<file path="config.mk">
export PLATFORM = sky130hd
export DESIGN_NAME = dsl_loader
export DESIGN_NICKNAME = d
export VERILOG_FILES = /design/src/inc/dsl_pkg.sv /design/src/design/dsl_edge_sync.sv /design/src/design/dsl_loader.sv
export SDC_FILE = /design/constraint.sdc
export NUM_CORES = 1
export LEC_CHECK = 0
export BUFFER_PORTS_ARGS = -buffer_cell sky130_fd_sc_hd__clkbuf_2
export CAP_MARGIN = 40
export CORE_UTILIZATION = 38
export DETAILED_ROUTE_END_ITERATION = 12
export GPL_ROUTABILITY_DRIVEN = 0
export PLACE_DENSITY_LB_ADDON = 0.3
export SLEW_MARGIN = 30
export SYNTH_ARGS = -nofsm -noshare
export SYNTH_HDL_FRONTEND = slang
export SYNTH_HIERARCHICAL = 1
export SYNTH_SLANG_ARGS = --single-unit
</file>
<file path="constraint.sdc">
create_clock -name clk -period 6.3 [get_ports clk]
set_input_delay 0.63 -clock clk [delete_from_list [all_inputs] [get_ports clk]]
set_output_delay 0.63 -clock clk [all_outputs]
set_load 0.02 [all_outputs]
</file>
<file path="src/inc/dsl_pkg.sv">
// constants and types for the dual synthesizer serial latch loader
// ----------------------------------------------------------------------
// Summary of operation
// RULE1: each rising serial clock edge shifts one data bit into a 22-bit register; the host sets the bit up before that edge.
// RULE2: the host sends each word most significant bit first, so the two select bits arrive last.
// RULE3: a rising load strobe edge copies the shift register into exactly one of four latches.
// RULE4: the destination comes from word bits one (upper) and zero (lower).
// RULE5: code 00 picks ch2 reference, 01 ch2 feedback, 10 ch1 reference, 11 ch1 feedback.
// RULE6: ch2 reference latch holds monitor high 21, monitor low 20, tristate 19, gain 18, polarity 17, unused 16, divider 15..2.
// RULE7: ch1 reference latch uses the same placement, its control bits acting on channel one.
// RULE8: ch2 feedback latch holds power-down 21, prescaler 20, base count 19..9, unused 8, swallow count 7..2.
// RULE9: ch1 feedback latch uses the same layout as the ch2 feedback latch.
// RULE10: the monitor output source is chosen from the two top bits of both reference latches.
// RULE11: in lock mode the monitor output is open drain, high while locked apart from short low pulses.
// RULE12: each feedback divider is 17 bits (6-bit swallow plus 11-bit base); reference divider is 14 bits.
// RULE13: the host programs reference ratios from 1 to 16383, never zero.
// RULE14: each prescaler select bit picks 32/33 or 64/65 for its channel.
// RULE15: the host programs base counts 1 to 2047 and swallow counts 0 to 63.
// RULE16: shifting never alters a latch; latches change only on a load strobe that addresses them.
// RULE17: unused latch bits are ignored and affect nothing.
// ----------------------------------------------------------------------
package dsl_pkg;
  localparam int WORD_W = 22;
  localparam int REF_W = 14;
  localparam int BASE_W = 11;
  localparam int SWAL_W = 6;
  localparam int FB_W = 17;
  // reference latch fields
  localparam int REF_MON_HI = 21;
  localparam int REF_MON_LO = 20;
  localparam int REF_TRI = 19;
  localparam int REF_GAIN = 18;
  localparam int REF_POL = 17;
  localparam int REF_DIV_MSB = 15;
  // feedback latch fields
  localparam int FB_PWRDN = 21;
  localparam int FB_PRESC = 20;
  localparam int FB_BASE_MSB = 19;
  localparam int FB_BASE_LSB = 9;
  localparam int FB_SWAL_MSB = 7;
  localparam int FIELD_LSB = 2;
  localparam logic [21:0] LATCH_RST = 22'h00_0000;
  // prescaler moduli
  localparam logic [6:0] PRESC_32 = 7'h20;
  localparam logic [6:0] PRESC_64 = 7'h40;
  localparam logic [1:0] MON_CH2_LOCK = 2'h1;
  typedef enum logic [1:0] {
    DSL_CH2_REF = 2'b00,
    DSL_CH2_FB = 2'b01,
    DSL_CH1_REF = 2'b10,
    DSL_CH1_FB = 2'b11
  } dsl_sel_e;
endpackage

</file>
<file path="src/design/dsl_edge_sync.sv">
// two-stage synchroniser with rising edge detect
`timescale 1ns/1ps
module dsl_edge_sync (
  // clock and reset
  input wire logic clk,
  input wire logic rst_b_sync,
  // asynchronous input
  input wire logic din,
  // synchronised level and edge
  output logic level,
  output logic rise
);
  logic meta_q;
  logic sync_q;
  logic last_q;
  logic meta_d;
  logic sync_d;
  logic last_d;

  always_comb begin
    meta_d = din;
    sync_d = meta_q;
    last_d = sync_q;
  end

  always_ff @(posedge clk or negedge rst_b_sync) begin
    if (!rst_b_sync) begin
      meta_q <= 1'b0;
      sync_q <= 1'b0;
      last_q <= 1'b0;
    end else begin
      meta_q <= meta_d;
      sync_q <= sync_d;
      last_q <= last_d;
    end
  end

  assign level = sync_q;
  assign rise = sync_q & ~last_q;
endmodule

</file>
<file path="src/design/dsl_loader.sv">
// serial shift register and four programming latches of the synthesizer
`timescale 1ns/1ps
module dsl_loader (
  // clock and reset
  input wire logic clk,
  input wire logic rst_b,
  // three-wire serial link
  input wire logic serial_clk,
  input wire logic serial_data,
  input wire logic load_strobe,
  // lock indications from the loops
  input wire logic ch1_lock,
  input wire logic ch2_lock,
  // monitor pin, open drain
  output logic monitor_output_o,
  output logic monitor_output_oe_b,
  // channel one controls
  output logic [dsl_pkg::REF_W-1:0] ch1_ref_div,
  output logic [dsl_pkg::BASE_W-1:0] ch1_base_count,
  output logic [dsl_pkg::SWAL_W-1:0] ch1_swallow_count,
  output logic [dsl_pkg::FB_W-1:0] ch1_feedback_ratio,
  output logic ch1_prescaler_select,
  output logic ch1_power_down,
  output logic ch1_pump_tristate,
  output logic ch1_pump_gain,
  output logic ch1_detector_polarity,
  // channel two controls
  output logic [dsl_pkg::REF_W-1:0] ch2_ref_div,
  output logic [dsl_pkg::BASE_W-1:0] ch2_base_count,
  output logic [dsl_pkg::SWAL_W-1:0] ch2_swallow_count,
  output logic [dsl_pkg::FB_W-1:0] ch2_feedback_ratio,
  output logic ch2_prescaler_select,
  output logic ch2_power_down,
  output logic ch2_pump_tristate,
  output logic ch2_pump_gain,
  output logic ch2_detector_polarity
);
  import dsl_pkg::*;

  // --------------------------------------------------------------------
  // reset release and input synchronisers
  // --------------------------------------------------------------------
  logic [1:0] rst_sync_q;
  logic rst_b_sync;
  logic sclk_rise;
  logic le_rise;
  logic sdata_lvl;
  logic lock1_lvl;
  logic lock2_lvl;

  always_ff @(posedge clk or negedge rst_b) begin
    if (!rst_b) begin
      rst_sync_q <= 2'b00;
    end else begin
      rst_sync_q <= {rst_sync_q[0], 1'b1};
    end
  end
  assign rst_b_sync = rst_sync_q[1];

  dsl_edge_sync u_sclk (.clk(clk), .rst_b_sync(rst_b_sync),
    .din(serial_clk), .level(), .rise(sclk_rise));
  dsl_edge_sync u_sdat (.clk(clk), .rst_b_sync(rst_b_sync),
    .din(serial_data), .level(sdata_lvl), .rise());
  dsl_edge_sync u_le (.clk(clk), .rst_b_sync(rst_b_sync),
    .din(load_strobe), .level(), .rise(le_rise));
  dsl_edge_sync u_lk1 (.clk(clk), .rst_b_sync(rst_b_sync),
    .din(ch1_lock), .level(lock1_lvl), .rise());
  dsl_edge_sync u_lk2 (.clk(clk), .rst_b_sync(rst_b_sync),
    .din(ch2_lock), .level(lock2_lvl), .rise());

  // --------------------------------------------------------------------
  // shift register and latches
  // --------------------------------------------------------------------
  logic [WORD_W-1:0] shift_q, shift_d;
  logic [WORD_W-1:0] ch2_ref_q, ch2_ref_d;
  logic [WORD_W-1:0] ch2_fb_q, ch2_fb_d;
  logic [WORD_W-1:0] ch1_ref_q, ch1_ref_d;
  logic [WORD_W-1:0] ch1_fb_q, ch1_fb_d;
  dsl_sel_e sel;

  // drop select and unused bits so they never reach the controls
  function automatic logic [WORD_W-1:0] ref_mask(
      input logic [WORD_W-1:0] w);
    logic [WORD_W-1:0] m;
    m = w;
    m[16] = 1'b0; // RULE17
    m[1:0] = 2'b00;
    return m;
  endfunction

  function automatic logic [WORD_W-1:0] fb_mask(
      input logic [WORD_W-1:0] w);
    logic [WORD_W-1:0] m;
    m = w;
    m[8] = 1'b0; // RULE17
    m[1:0] = 2'b00;
    return m;
  endfunction

  // 17-bit feedback ratio, prescaler modulus times base plus swallow
  function automatic logic [FB_W-1:0] fb_ratio(
      input logic [WORD_W-1:0] w);
    logic [FB_W-1:0] p;
    logic [FB_W-1:0] b;
    logic [FB_W-1:0] a;
    p = {10'h000, (w[FB_PRESC] ? PRESC_64 : PRESC_32)}; // RULE14
    b = {6'h00, w[FB_BASE_MSB:FB_BASE_LSB]};
    a = {11'h000, w[FB_SWAL_MSB:FIELD_LSB]};
    return FB_W'(p * b + a); // RULE12
  endfunction

  assign sel = dsl_sel_e'(shift_q[1:0]); // RULE4

  always_comb begin
    shift_d = shift_q;
    ch2_ref_d = ch2_ref_q;
    ch2_fb_d = ch2_fb_q;
    ch1_ref_d = ch1_ref_q;
    ch1_fb_d = ch1_fb_q;
    if (sclk_rise) begin
      shift_d = {shift_q[WORD_W-2:0], sdata_lvl}; // RULE1
    end
    if (le_rise) begin // RULE3 RULE16
      case (sel) // RULE5
        DSL_CH2_REF: ch2_ref_d = ref_mask(shift_q); // RULE6
        DSL_CH2_FB: ch2_fb_d = fb_mask(shift_q); // RULE8
        DSL_CH1_REF: ch1_ref_d = ref_mask(shift_q); // RULE7
        DSL_CH1_FB: ch1_fb_d = fb_mask(shift_q); // RULE9
        default: ch2_ref_d = ch2_ref_q;
      endcase
    end
  end

  always_ff @(posedge clk or negedge rst_b_sync) begin
    if (!rst_b_sync) begin
      shift_q <= LATCH_RST;
      ch2_ref_q <= LATCH_RST;
      ch2_fb_q <= LATCH_RST;
      ch1_ref_q <= LATCH_RST;
      ch1_fb_q <= LATCH_RST;
    end else begin
      shift_q <= shift_d;
      ch2_ref_q <= ch2_ref_d;
      ch2_fb_q <= ch2_fb_d;
      ch1_ref_q <= ch1_ref_d;
      ch1_fb_q <= ch1_fb_d;
    end
  end

  // --------------------------------------------------------------------
  // registered control outputs and monitor pin
  // --------------------------------------------------------------------
  logic [3:0] mon_sel;
  logic mon_low_d, mon_oe_b_d, mon_oe_b_q;
  logic [FB_W-1:0] r1_d, r2_d, r1_q, r2_q;

  assign mon_sel = {ch2_ref_q[REF_MON_HI], ch2_ref_q[REF_MON_LO],
                    ch1_ref_q[REF_MON_HI], ch1_ref_q[REF_MON_LO]}; // RULE10

  always_comb begin
    r1_d = fb_ratio(ch1_fb_q);
    r2_d = fb_ratio(ch2_fb_q);
    // open drain: pull low unless the selected source reads high
    case (mon_sel[3:2])
      MON_CH2_LOCK: mon_low_d = ~lock2_lvl; // RULE11
      2'b10: mon_low_d = ~lock1_lvl;
      2'b11: mon_low_d = ~(lock1_lvl & lock2_lvl);
      default: mon_low_d = 1'b1;
    endcase
    if (mon_sel[1:0] != 2'b00) begin
      mon_low_d = ~(lock1_lvl & lock2_lvl); // RULE10
    end
    mon_oe_b_d = ~mon_low_d;
  end

  always_ff @(posedge clk or negedge rst_b_sync) begin
    if (!rst_b_sync) begin
      mon_oe_b_q <= 1'b0;
      r1_q <= '0;
      r2_q <= '0;
    end else begin
      mon_oe_b_q <= mon_oe_b_d;
      r1_q <= r1_d;
      r2_q <= r2_d;
    end
  end

  assign monitor_output_o = 1'b0;
  assign monitor_output_oe_b = mon_oe_b_q; // RULE11
  assign ch1_feedback_ratio = r1_q;
  assign ch2_feedback_ratio = r2_q;
  assign ch1_ref_div = ch1_ref_q[REF_DIV_MSB:FIELD_LSB]; // RULE12
  assign ch2_ref_div = ch2_ref_q[REF_DIV_MSB:FIELD_LSB];
  assign ch1_base_count = ch1_fb_q[FB_BASE_MSB:FB_BASE_LSB];
  assign ch2_base_count = ch2_fb_q[FB_BASE_MSB:FB_BASE_LSB];
  assign ch1_swallow_count = ch1_fb_q[FB_SWAL_MSB:FIELD_LSB];
  assign ch2_swallow_count = ch2_fb_q[FB_SWAL_MSB:FIELD_LSB];
  assign ch1_prescaler_select = ch1_fb_q[FB_PRESC];
  assign ch2_prescaler_select = ch2_fb_q[FB_PRESC];
  assign ch1_power_down = ch1_fb_q[FB_PWRDN];
  assign ch2_power_down = ch2_fb_q[FB_PWRDN];
  assign ch1_pump_tristate = ch1_ref_q[REF_TRI];
  assign ch2_pump_tristate = ch2_ref_q[REF_TRI];
  assign ch1_pump_gain = ch1_ref_q[REF_GAIN];
  assign ch2_pump_gain = ch2_ref_q[REF_GAIN];
  assign ch1_detector_polarity = ch1_ref_q[REF_POL];
  assign ch2_detector_polarity = ch2_ref_q[REF_POL];

  // --------------------------------------------------------------------
  // assertions
  // --------------------------------------------------------------------
  property p_shift;
    @(posedge clk) disable iff (!rst_b_sync)
    sclk_rise |=> shift_q == {$past(shift_q[WORD_W-2:0]), $past(sdata_lvl)};
  endproperty
  a_shift: assert property (p_shift) else $error("shift wrong"); // RULE1

  property p_hold;
    @(posedge clk) disable iff (!rst_b_sync)
    !le_rise |=> $stable(ch1_fb_q) && $stable(ch2_fb_q)
      && $stable(ch1_ref_q) && $stable(ch2_ref_q);
  endproperty
  a_hold: assert property (p_hold) else $error("latch moved"); // RULE16

  property p_ch2ref;
    @(posedge clk) disable iff (!rst_b_sync)
    le_rise && shift_q[1:0] == 2'b00 |=>
      ch2_ref_q[21:17] == $past(shift_q[21:17]) && $stable(ch1_ref_q);
  endproperty
  a_ch2ref: assert property (p_ch2ref) else $error("ch2 ref load"); // RULE6

  property p_ch2fb;
    @(posedge clk) disable iff (!rst_b_sync)
    le_rise && shift_q[1:0] == 2'b01 |=>
      ch2_fb_q[21:9] == $past(shift_q[21:9]) && $stable(ch2_ref_q);
  endproperty
  a_ch2fb: assert property (p_ch2fb) else $error("ch2 fb load"); // RULE8

  property p_ch1ref;
    @(posedge clk) disable iff (!rst_b_sync)
    le_rise && shift_q[1:0] == 2'b10 |=>
      ch1_ref_div == $past(shift_q[15:2]) && $stable(ch2_ref_q);
  endproperty
  a_ch1ref: assert property (p_ch1ref) else $error("ch1 ref load"); // RULE7

  property p_ch1fb;
    @(posedge clk) disable iff (!rst_b_sync)
    le_rise && shift_q[1:0] == 2'b11 |=>
      ch1_fb_q[7:2] == $past(shift_q[7:2]) && $stable(ch2_fb_q);
  endproperty
  a_ch1fb: assert property (p_ch1fb) else $error("ch1 fb load"); // RULE9

  property p_unused;
    @(posedge clk) disable iff (!rst_b_sync)
    ch1_ref_q[16] == 1'b0 && ch2_ref_q[16] == 1'b0
      && ch1_fb_q[8] == 1'b0 && ch2_fb_q[8] == 1'b0;
  endproperty
  a_unused: assert property (p_unused) else $error("unused bit"); // RULE17

  property p_ratio;
    @(posedge clk) disable iff (!rst_b_sync)
    $stable(ch1_fb_q) ##1 $stable(ch1_fb_q) |-> ch1_feedback_ratio ==
      FB_W'((ch1_fb_q[20] ? 65'd64 : 65'd32) * ch1_fb_q[19:9]
      + ch1_fb_q[7:2]);
  endproperty
  a_ratio: assert property (p_ratio) else $error("ratio wrong"); // RULE14

  property p_lock;
    @(posedge clk) disable iff (!rst_b_sync)
    mon_sel == 4'b0100 && lock2_lvl |=> monitor_output_oe_b;
  endproperty
  a_lock: assert property (p_lock) else $error("lock pin low"); // RULE11

  c_load1: cover property (@(posedge clk) le_rise && sel == DSL_CH1_FB);
  c_load2: cover property (@(posedge clk) le_rise && sel == DSL_CH2_REF);
  c_lock: cover property (@(posedge clk) mon_sel == 4'b0100 && lock2_lvl);
endmodule

</file>
==> summary.txt <==
initial core utilization: 38.9%
PD cells: 404 nW/µm²
CTS buffer count: 17
Clock Path Buffers: 2
via density per instance: 4.79
Final Hold Vio Count: 0
die area: 18300 µm²
Final setup viols: 0
clock root cell: clkbuf_16
setup_tns: 0 ns
synthesized area: 6760 µm²
Clock Skews: 0.00634 ns
VDD IR max: 0.300 mV
kind of start point of the critical path: flip-flop
TritonRoute pass-1 iters: 4
I/O Buffers: 113
outcome: finished, final reports clean
maximum fanout along the worst path: 16
core area: 17400 µm²
leakage power: 4.19 nW
Final Power: 3.23 mW
Worst R2R End: ch2_feedback_ratio[16]
DRT antenna net count: 0
unrepaired setup endpoints after global routing: false
die height: 135 µm
initial antenna violation count: 0
num rows: 48
vias in the first global route: 3888
Global Route Usage Sum: 14.8%
Worst setup EP type: flip-flop
Min Clock Period, post-route: 3.38 ns
Post-route DRC: 0
grt ovf: 0
IO Count: 115
reg2reg setup slack: 2.92 ns
Worst-Skew Late Latency: 0.41 ns
global-route wire length before repair: 20.5 mm
TritonCTS clock tree: built
largest net degree at the start of global routing: 53
Post-CTS Setup Bufs: 0
Sink Count: 147
antenna diode count: 0
dpl hpwl: 8.91 mm
worst flop-to-flop path startpoint: ch2_fb_q[20]
drt first-iter violations: 70
arrival time worst endpoint: 3.67 ns
Crit Path Class: flip-flop to flip-flop
Slew @ Worst Pin: 0.770 ns
number of vias in the routed layout: 3887
Die X: 135 µm
mean post-synth cell area: 14.4 µm²
Max Cap Viol: 0
Reg2Reg Depth: 9
worst setup path end: ch2_feedback_ratio[16]
synthesis-to-finish area growth: 18.4%
cell count after synthesis: 471
worst path required time: 6.58 ns
Yosys warnings: 6
ratio of cells with drive above 1 in the final layout: 46.1%
worst min path class: flip-flop to asynchronous set/reset pin
FMAX: 296 MHz
average wire per standard cell: 15.1 µm
post-CTS sizing: 0
Slew Limit Fails: 0
final wirelength: 12.2 mm
fin crit share: 53.7%
Final nets: 646
Slew headroom: 48.4%
critical path launch point: ch2_fb_q[20]
H-tree depth: 4
clock-pin slew on the worst setup and hold paths: 0.06 ns
[per-layer routing]
metal | wire, µm | GRT usage [%] | vias to the layer above
li1 | - | - | 1822
met1 | 5450 | 18.6 | 1949
met2 | 5870 | 23.9 | 99
met3 | 734 | 4.53 | 17
met4 | 187 | 5.62 | 0
met5 | 0 | 0 | -
[where the power goes]
| part | total [mW] | internal, mW | switching [mW] | leakage, nW |
|---|---|---|---|---|
| Combinational | 0.858 | 0.363 | 0.495 | 2.04 |
| Clock | 0.979 | 0.592 | 0.387 | 0.257 |
| Sequential | 1.40 | 1.20 | 0.197 | 1.89 |
| Total | 3.23 | 2.15 | 1.08 | 4.19 |
[registers in the layout (all words and copies together), names as in the netlist, 2 cells and up]
signal,cells
ch1_fb_q,19
ch1_feedback_ratio,17
ch1_ref_q,19
ch2_fb_q,19
ch2_feedback_ratio,17
ch2_ref_q,19
rst_sync_q,2
shift_q,22
[worst max-delay path: stages (launching register included)]
cell and delay, ns:
dfrtp_1 0.66, mux2_2 0.39, ha_1 0.30, ha_1 0.29, ha_1 0.30, ha_1 0.34, a41oi_1 0.29, o22ai_1 0.16
o41ai_1 0.38, xnor2_1 0.13
[worst min-delay path by stage]
stage / startpoint / to / cells after the start
after CTS: rst_sync_q[1] / ch1_ref_q[4] / 0
after global placement: u_sdat/meta_q / u_sdat/level / 0
after detailed placement: rst_sync_q[1] / ch1_ref_q[6] / 0
final: rst_sync_q[1] / shift_q[6] / 0
after global routing: rst_sync_q[1] / shift_q[6] / 0
after floorplan: rst_b / rst_sync_q[0] / 0
[final cells by class]
class | count | area (µm²)
clock buffer | 20 | 447
clock inverter | 11 | 130
fill | 1568 | 9360
inverter | 6 | 22.5
multi-input combinational | 281 | 2760
sequential | 147 | 3680
tap | 225 | 282
timing repair buffer | 121 | 676
[placed cells by master (no fill, tap or decap), drive strengths merged, types with 6 or more instances in the layout]
master      n
dfrtp     147
clkbuf    133
mux2      114
ha         65
xnor2      18
conb       17
nor2b      10
clkinvlp    7
inv         7
buf         7
nand3       6
[per-stage QoR]
| step | util [%] | area [µm²] | hold slack, ns | std cells | worst slack [ns] |
|---|---|---|---|---|---|
| after floorplan | - | 6820 | 0.331 | 486 | 1.90 |
| after global placement | 42.2 | 7330 | 0.333 | 774 | 3.07 |
| after detailed placement | 42.7 | 7410 | 0.274 | 779 | 2.90 |
| after CTS | 46.1 | 8000 | 0.280 | 811 | 2.88 |
| after global routing | 46.1 | 8000 | 0.301 | 811 | 2.62 |
| final | 46.1 | 8000 | 0.263 | 811 | 2.92 |
[what timing repair did]
action | in CTS | in global routing
hold buffers | 1 | 0
endpoints found under the setup margin | 0 | 0
hold endpoints to repair | 2 | 0
Note: power is estimated with default switching activity, not from simulation.
